## config.mk

```make
export PLATFORM = sky130hd
export DESIGN_NAME = qpsl_top
export DESIGN_NICKNAME = d
export VERILOG_FILES = /design/src/shared/qpsl_pkg.sv /design/src/rtl/qpsl_top.sv
export VERILOG_INCLUDE_DIRS = /design/src /design/src/shared
export SDC_FILE = /design/constraint.sdc
export NUM_CORES = 1
export LEC_CHECK = 0
export BUFFER_PORTS_ARGS = -buffer_cell sky130_fd_sc_hd__buf_2
export CAP_MARGIN = 30
export CORE_ASPECT_RATIO = 0.5
export CORE_MARGIN = 5
export CORE_UTILIZATION = 37
export DETAILED_ROUTE_END_ITERATION = 10
export GPL_TIMING_DRIVEN = 0
export PLACE_DENSITY = 0.76
export SETUP_SLACK_MARGIN = 0.3
export SYNTH_ARGS = -nofsm -noshare
export SYNTH_HDL_FRONTEND = slang
export SYNTH_SLANG_ARGS = --single-unit
```

## constraint.sdc

```tcl
create_clock -name ref_clk -period 2.75 [get_ports ref_clk]
set_input_delay 0.55 -clock ref_clk [delete_from_list [all_inputs] [get_ports ref_clk]]
set_output_delay 0.55 -clock ref_clk [all_outputs]
set_load 0.01 [all_outputs]
```

## src/shared/qpsl_defs.svh

```systemverilog
`ifndef QPSL_DEFS_SVH
`define QPSL_DEFS_SVH
// ----------------------------------------
// channel count
// ----------------------------------------
`define QPSL_NCH 4
// ----------------------------------------
// modem control register bit positions
// ----------------------------------------
`define QPSL_MCTL_DTR 0
`define QPSL_MCTL_RTS 1
`define QPSL_MCTL_INTEN 3
`define QPSL_MCTL_IR 6
// ----------------------------------------
// enhanced feature register bit positions
// ----------------------------------------
`define QPSL_FEAT_ARTS 6
`define QPSL_FEAT_ACTS 7
// ----------------------------------------
// interrupt enable register bit positions
// ----------------------------------------
`define QPSL_IEN_RTSI 6
`define QPSL_IEN_CTSI 7
// ----------------------------------------
// reset values
// ----------------------------------------
`define QPSL_RST_TX 4'hF
`define QPSL_RST_IR_TX 4'h0
`define QPSL_RST_RDY 4'hF
`define QPSL_RST_INT 4'h0
`define QPSL_RST_INT_OE 4'h0
`define QPSL_RST_MODEM_N 4'hF
`define QPSL_RST_BYTE 8'h00
`define QPSL_RST_BUSSEL 1'h1
`define QPSL_RST_ISEL 1'h0
`define QPSL_RST_FSS_N 1'h1
`define QPSL_RST_CTS_N 4'hF
`endif

```

## src/shared/qpsl_pkg.sv

```systemverilog
// ----------------------------------------
// shared types
// ----------------------------------------
package qpsl_pkg;
  // host bus flavour chosen by the bus select pin
  typedef enum logic {
    QPSL_BUS_SPLIT,
    QPSL_BUS_RWLINE
  } qpsl_bus_mode_t;
endpackage

```

## src/rtl/qpsl_top.sv

```systemverilog
`timescale 1ns/100ps
`include "qpsl_defs.svh"

module qpsl_top (
  // clock and reset
  input wire logic ref_clk,
  input wire logic rst,
  // strap and select pins, asynchronous
  input wire logic bus_sel_in,
  input wire logic interrupt_select_in,
  input wire logic fifo_status_select_n,
  // channel registers from the uart cores
  input wire logic [3:0][7:0] modem_control_reg,
  input wire logic [3:0][7:0] enhanced_feature_reg,
  input wire logic [3:0][7:0] interrupt_enable_reg,
  // channel state from the uart cores
  input wire logic [3:0] ch_irq,
  input wire logic [3:0] tx_space,
  input wire logic [3:0] rx_avail,
  input wire logic [3:0] tx_serial,
  input wire logic [3:0] tx_ir_enc,
  input wire logic [3:0] rts_halt,
  // clear-to-send pins, asynchronous
  input wire logic [3:0] cts_n_pin,
  // interrupt pins
  output logic [3:0] int_out,
  output logic [3:0] int_oe,
  // ready pins
  output logic [3:0] tx_ready_n,
  output logic [3:0] rx_ready_n,
  output logic tx_ready_all_n,
  output logic rx_ready_all_n,
  // status byte onto the host data bus
  output logic [7:0] data_out,
  output logic data_oe,
  // serial pins
  output logic [3:0] serial_tx_out,
  output logic [3:0] infrared_tx_out,
  output logic [3:0] rts_n_out,
  output logic [3:0] dtr_n_out,
  // flow control back to the cores
  output logic [3:0] cts_tx_allow,
  output logic [3:0] cts_gp_n,
  output logic [3:0] cts_stop_irq,
  output logic [3:0] rts_stop_irq
);

  // ----------------------------------------
  // input synchronisers
  // ----------------------------------------
  logic bsel_s1_q, bsel_s1_d; // first stage
  logic bsel_s2_q, bsel_s2_d; // clean bus select
  logic isel_s1_q, isel_s1_d;
  logic isel_s2_q, isel_s2_d; // clean interrupt select
  logic fss_s1_q, fss_s1_d;
  logic fss_s2_q, fss_s2_d; // clean status select
  logic [3:0] cts_s1_q, cts_s1_d;
  logic [3:0] cts_s2_q, cts_s2_d; // clean cts level
  logic [3:0] cts_s3_q, cts_s3_d; // previous clean level

  // next values: shift each chain by one
  always_comb begin
    bsel_s1_d = bus_sel_in;
    bsel_s2_d = bsel_s1_q;
    isel_s1_d = interrupt_select_in;
    isel_s2_d = isel_s1_q;
    fss_s1_d = fifo_status_select_n;
    fss_s2_d = fss_s1_q;
    cts_s1_d = cts_n_pin;
    cts_s2_d = cts_s1_q;
    cts_s3_d = cts_s2_q;
  end

  // reset values copy the pin pulls
  always_ff @(posedge ref_clk or posedge rst) begin
    if (rst) begin
      bsel_s1_q <= `QPSL_RST_BUSSEL;
      bsel_s2_q <= `QPSL_RST_BUSSEL;
      isel_s1_q <= `QPSL_RST_ISEL;
      isel_s2_q <= `QPSL_RST_ISEL;
      fss_s1_q <= `QPSL_RST_FSS_N;
      fss_s2_q <= `QPSL_RST_FSS_N;
      cts_s1_q <= `QPSL_RST_CTS_N;
      cts_s2_q <= `QPSL_RST_CTS_N;
      cts_s3_q <= `QPSL_RST_CTS_N;
    end else begin
      bsel_s1_q <= bsel_s1_d;
      bsel_s2_q <= bsel_s2_d;
      isel_s1_q <= isel_s1_d;
      isel_s2_q <= isel_s2_d;
      fss_s1_q <= fss_s1_d;
      fss_s2_q <= fss_s2_d;
      cts_s1_q <= cts_s1_d;
      cts_s2_q <= cts_s2_d;
      cts_s3_q <= cts_s3_d;
    end
  end

  // ----------------------------------------
  // bus mode
  // ----------------------------------------
  qpsl_pkg::qpsl_bus_mode_t bus_mode; // decoded strap
  // high picks split strobes, low the rw line
  assign bus_mode = bsel_s2_q ? qpsl_pkg::QPSL_BUS_SPLIT
                              : qpsl_pkg::QPSL_BUS_RWLINE;

  // ----------------------------------------
  // per-channel decode
  // ----------------------------------------
  logic [3:0] int_en; // control bit3 per channel
  logic [3:0] ir_en; // control bit6 per channel
  logic [3:0] tx_d, rts_d, dtr_d, allow_d;
  logic [3:0] cstop_d, rstop_d;
  logic [3:0] txr_d, rxr_d; // ready, active low

  genvar g;
  generate
    for (g = 0; g < `QPSL_NCH; g++) begin : g_ch
      assign int_en[g] = modem_control_reg[g][`QPSL_MCTL_INTEN];
      assign ir_en[g] = modem_control_reg[g][`QPSL_MCTL_IR];
      // low while the holding side can take a byte
      assign txr_d[g] = ~tx_space[g];
      // low while a byte waits to be read
      assign rxr_d[g] = ~rx_avail[g];
      // infrared source idles low, plain source high
      assign tx_d[g] = ir_en[g] ? tx_ir_enc[g] : tx_serial[g];
      // auto flow may lift rts only when software set it
      assign rts_d[g] = ~(modem_control_reg[g][`QPSL_MCTL_RTS]
        & ~(enhanced_feature_reg[g][`QPSL_FEAT_ARTS] & rts_halt[g]));
      assign dtr_d[g] = ~modem_control_reg[g][`QPSL_MCTL_DTR];
      // cts high stops transmit only in auto mode
      assign allow_d[g] = ~(enhanced_feature_reg[g][`QPSL_FEAT_ACTS]
        & cts_s2_q[g]);
      // stop event: clean level rising while armed
      assign cstop_d[g] = enhanced_feature_reg[g][`QPSL_FEAT_ACTS]
        & interrupt_enable_reg[g][`QPSL_IEN_CTSI]
        & cts_s2_q[g] & ~cts_s3_q[g];
      // rts lifted by auto flow, reported if enabled
      assign rstop_d[g] = enhanced_feature_reg[g][`QPSL_FEAT_ARTS]
        & interrupt_enable_reg[g][`QPSL_IEN_RTSI]
        & modem_control_reg[g][`QPSL_MCTL_RTS] & rts_halt[g];
    end
  endgenerate

  // ----------------------------------------
  // pin output registers
  // ----------------------------------------
  logic [3:0] int_out_q, int_out_d;
  logic [3:0] int_oe_q, int_oe_d;
  logic [3:0] txr_q, rxr_q;
  logic txr_all_q, txr_all_d;
  logic rxr_all_q, rxr_all_d;
  logic [7:0] byte_q, byte_d;
  logic byte_oe_q, byte_oe_d;
  logic [3:0] tx_q, ir_tx_q, rts_q, dtr_q;
  logic [3:0] allow_q, gp_q, cstop_q, rstop_q;

  // next values of the interrupt and status pins
  always_comb begin
    int_out_d = ch_irq;
    int_oe_d = `QPSL_RST_INT_OE;
    case (bus_mode)
      qpsl_pkg::QPSL_BUS_SPLIT: begin
        // select high overrides the enable bits
        if (isel_s2_q) begin
          int_oe_d = 4'hF;
        end else begin
          // undriven unless bit3 set
          int_oe_d = int_en;
        end
      end
      qpsl_pkg::QPSL_BUS_RWLINE: begin
        // channel 0 is a shared open-drain request
        int_out_d = `QPSL_RST_INT;
        int_oe_d = {3'h7, |ch_irq};
      end
      default: begin
        int_oe_d = `QPSL_RST_INT_OE;
      end
    endcase
    // combined ready uses the next ready values
    txr_all_d = &txr_d;
    rxr_all_d = &rxr_d;
    // built from the same next values as the pins,
    // so the byte and the pins agree except in reset, which loads the byte with 00
    byte_d = {rxr_d, ~txr_d};
    // no address term: the select alone reads it
    byte_oe_d = ~fss_s2_q;
  end

  // all pins registered; tx idles high in reset
  always_ff @(posedge ref_clk or posedge rst) begin
    if (rst) begin
      int_out_q <= `QPSL_RST_INT;
      int_oe_q <= `QPSL_RST_INT_OE;
      txr_q <= `QPSL_RST_RDY;
      rxr_q <= `QPSL_RST_RDY;
      txr_all_q <= 1'h1;
      rxr_all_q <= 1'h1;
      byte_q <= `QPSL_RST_BYTE;
      byte_oe_q <= 1'h0;
      tx_q <= `QPSL_RST_TX;
      ir_tx_q <= `QPSL_RST_IR_TX;
      rts_q <= `QPSL_RST_MODEM_N;
      dtr_q <= `QPSL_RST_MODEM_N;
      allow_q <= 4'hF;
      gp_q <= `QPSL_RST_CTS_N;
      cstop_q <= 4'h0;
      rstop_q <= 4'h0;
    end else begin
      int_out_q <= int_out_d;
      int_oe_q <= int_oe_d;
      txr_q <= txr_d;
      rxr_q <= rxr_d;
      txr_all_q <= txr_all_d;
      rxr_all_q <= rxr_all_d;
      byte_q <= byte_d;
      byte_oe_q <= byte_oe_d;
      tx_q <= tx_d;
      ir_tx_q <= tx_ir_enc;
      rts_q <= rts_d;
      dtr_q <= dtr_d;
      allow_q <= allow_d;
      gp_q <= cts_s2_q;
      cstop_q <= cstop_d;
      rstop_q <= rstop_d;
    end
  end

  // ----------------------------------------
  // port drive
  // ----------------------------------------
  assign int_out = int_out_q;
  assign int_oe = int_oe_q;
  assign tx_ready_n = txr_q;
  assign rx_ready_n = rxr_q;
  assign tx_ready_all_n = txr_all_q;
  assign rx_ready_all_n = rxr_all_q;
  assign data_out = byte_q;
  assign data_oe = byte_oe_q;
  assign serial_tx_out = tx_q;
  assign infrared_tx_out = ir_tx_q;
  assign rts_n_out = rts_q;
  assign dtr_n_out = dtr_q;
  assign cts_tx_allow = allow_q;
  assign cts_gp_n = gp_q;
  assign cts_stop_irq = cstop_q;
  assign rts_stop_irq = rstop_q;

  // ----------------------------------------
  // checks
  // ----------------------------------------
  property p_int_forced;
    @(posedge ref_clk) disable iff (rst)
      (bsel_s2_q && isel_s2_q) |=> (int_oe_q == 4'hF);
  endproperty
  a_int_forced: assert property (p_int_forced)
    else $error("interrupts not forced on");

  property p_int_bit3;
    @(posedge ref_clk) disable iff (rst)
      (!rst && bsel_s2_q && !isel_s2_q) |=> (int_oe_q == $past(int_en));
  endproperty
  a_int_bit3: assert property (p_int_bit3)
    else $error("interrupt enable not from bit3");

  property p_int_float;
    @(posedge ref_clk) disable iff (rst)
      (bsel_s2_q && !isel_s2_q && !int_en[0]) ##1 !int_en[0]
        |-> !int_oe_q[0];
  endproperty
  a_int_float: assert property (p_int_float)
    else $error("disabled interrupt still driven");

  property p_tx_rdy;
    @(posedge ref_clk) disable iff (rst)
      !rst |=> (tx_ready_n == ~$past(tx_space));
  endproperty
  a_tx_rdy: assert property (p_tx_rdy)
    else $error("tx ready not tracking space");

  property p_all_rdy;
    @(posedge ref_clk) disable iff (rst)
      (tx_ready_all_n == &tx_ready_n) && (rx_ready_all_n == &rx_ready_n);
  endproperty
  a_all_rdy: assert property (p_all_rdy)
    else $error("combined ready mismatch");

  property p_stat_byte;
    @(posedge ref_clk) disable iff (rst)
      !fss_s2_q |=> data_oe && (data_out == {rx_ready_n, ~tx_ready_n});
  endproperty
  a_stat_byte: assert property (p_stat_byte)
    else $error("status byte differs from pins");

  property p_tx_idle;
    @(posedge ref_clk) disable iff (rst)
      (!ir_en[0] && tx_serial[0]) |=> serial_tx_out[0];
  endproperty
  a_tx_idle: assert property (p_tx_idle)
    else $error("plain tx not idling high");

  property p_ir_idle;
    @(posedge ref_clk) disable iff (rst)
      (!rst && ir_en[1] && !tx_ir_enc[1]) |=> !serial_tx_out[1];
  endproperty
  a_ir_idle: assert property (p_ir_idle)
    else $error("infrared tx not idling low");

  property p_cts_gate;
    @(posedge ref_clk) disable iff (rst)
      (!rst && enhanced_feature_reg[2][`QPSL_FEAT_ACTS] && cts_s2_q[2])
        |=> !cts_tx_allow[2];
  endproperty
  a_cts_gate: assert property (p_cts_gate)
    else $error("cts high did not stop tx");

endmodule // qpsl_top

```

==> impl_metrics.ini <==
[synth]
synth_common_cells = dfstp_2 (42), dfrtp_1 (31), nand2_1 (16), inv_1 (14), nor2_1 (5)
yosysSeqAreaShare = 0.865
synth_most_common_cell = dfstp_2
yosys_warnings = 0
syn_nets = 257
synth_top_area_share = 0.508
synth_top_area_cell = dfstp_2
synth-main-ff-cell = dfstp_2
synthArstFlopShare = 1.00
netlist_top_cells_area = dfstp_2 (51%), dfrtp_1 (36%), nand2_1 (2.8%)
synth_cells = 128
ys_seq_elements = 73
yosysUniqueCellTypes = 14
synth_enable_flop_cells = 0
syn_area_per_cell_sq_um = 17.0
synth_area_sq_mm = 0.00217

[floorplanning]
die_h_microns = 64.2
dieArea_sq_mm = 0.00760
fp-row-count = 19
die_w_microns = 118
ios = 188
core_area_sq_mm = 0.00559
initial_core_util = 0.389

[cts]
cts_hold_buffers = 0
clk_transition_reported_paths_ps = 60
clk_latency_ps = 320
numCtsBuffers = 9
ctsResizeCount = 0
cts_tree = built
h-tree-depth = 3
cts_sinks = 73
cts_root_buf = clkbuf_16
clockBufferDepth = 2
postCtsSetupBuffers = 0

[setup_path]
path_max_fanout = 2
crit_required_ps = 2200
cp_slowest_cell = dfstp_2
endpoint_kind = output pin
ff2ff_setup_slack_ps = 1830
cp.arrival_ps = 980
slowest_delay_ps = 540
path_buf_inv = 1
path_class = reg2out
start_kind = flip-flop
crit_family = flip-flops
path_cells = buf_2

[sta]
slew_viol_final = 0
setup_viol = 0
worst_pin_slew_ps = 528
finalWorstSetupSlack_ps = 1220
min_period_over_period = 0.557
timing.slew.headroom = 0.648
rsz0062_at_grt = false
post-route-min-period_ps = 1530
skew_ps = 9.19
max_freq_mhz = 653
hold_violations = 0
whs_ps = 262

[finish]
antennaDiodeCount = 0
fin_nets = 392
fillers = 420
areaGrowthSynthToFinish_pct = 48.2
fin_util = 0.577
drive_gt1_frac = 0.701

[power_and_ir_drop]
power_leakage_nw = 1.64
peakVddDrop_uv = 419
power.total_mw = 2.56
power_density_mw_per_mm2 = 794

[routing]
drc = 0
postRouteAntennaNets = 0
via_count = 1434
via_per_inst = 4.21
dr.pass1.iters = 4
wl_mm = 5.02
wl_per_cell_microns = 14.7
drt_iter0_markers = 43

[outcome]
outcome = completed

[min_path]
timing.hold.worst.class = in2async

[place]
post-place-ws_ps = 1420
place_congestion = 0.742
port_buffers = 123
place_hpwl_mm = 3.75

[flow_run]
cap_violations = 0

[global_route]
grt_pass1_wl_mm = 8.14
grt_pass1_vias = 1666
grt-ovfl-total = 0
antenna_found_initial = 0
grt_max_degree = 49
grt.total_usage = 0.137
## worst paths after layout
path                                     to  depth (start not counted)         start
max                             cts_gp_n[2]                          1   cts_gp_n[2]
min                         rts_stop_irq[0]                          2           rst
max reg2reg                       int_oe[1]                          2     bsel_s2_q
min reg2reg                       isel_s2_q                          0     isel_s1_q
max in group asynchronous  serial_tx_out[0]                          3           rst
min in group ref_clk            cts_s1_q[0]                          1  cts_n_pin[0]
## cell usage in the layout, fill, tap and decap left out, drive strengths merged, types with 4 or more instances in the layout
cell type,instances
dfstp,42
nand2,16
mux2,4
buf,124
nor3b,4
inv,14
nor2,5
and2,4
dfrtp,31
clkbuf,11
## through the flow
step                std cells  instance area, sq um  TNS, ps
CTS                       341                  3220        0
global route              341                  3220        0
global placement          324                  2880    -6600
finish                    341                  3220        0
floorplan                 128                  2170        0
detailed placement        325                  2900        0
## where the power goes
part           leakage [nW]  switching, mW  total, mW  internal [mW]
combinational         0.669         0.0912      0.169         0.0775
clock                 0.159          0.404       1.22          0.816
sequential            0.816         0.0170       1.17           1.15
## registers in the layout, indices dropped and copies added, names as in the netlist, 4 cells and up
signal	cells
data_out	8
cts_gp_n	4
cts_s1_q	4
cts_s2_q	4
cts_stop_irq	4
cts_tx_allow	4
dtr_n_out	4
infrared_tx_out	4
int_oe	4
int_out	4
rts_n_out	4
rts_stop_irq	4
rx_ready_n	4
serial_tx_out	4
tx_ready_n	4
## cell families (layout without fill, tap and decap cells)
group                  count (synthesis)  after routing  synth area share
flip-flops                            73             73             0.865
AND/OR/NAND/NOR                       36             36            0.0858
buffers and inverters                 14            154            0.0242
multiplexers                           5              5            0.0253
## final cells by class
type	count	area, sq um	area share
sequential	73	1880	0.583
timing repair buffer	124	636	0.197
clock buffer	11	243	0.0753
multi-input combinational	41	241	0.0750
tap	73	91.3	0.0283
clock inverter	5	78.8	0.0245
inverter	14	52.6	0.0163
## per-layer routing
metal  part of all wire  track usage  vias to the layer above
met4             0.0092       0.0552                        0
met2               0.63        0.286                       33
met1               0.32        0.122                      731
met5                  0            0                        -
li1                   -            -                      666
met3              0.040       0.0432                        4
No activity file was read; power rests on OpenSTA's default activity.
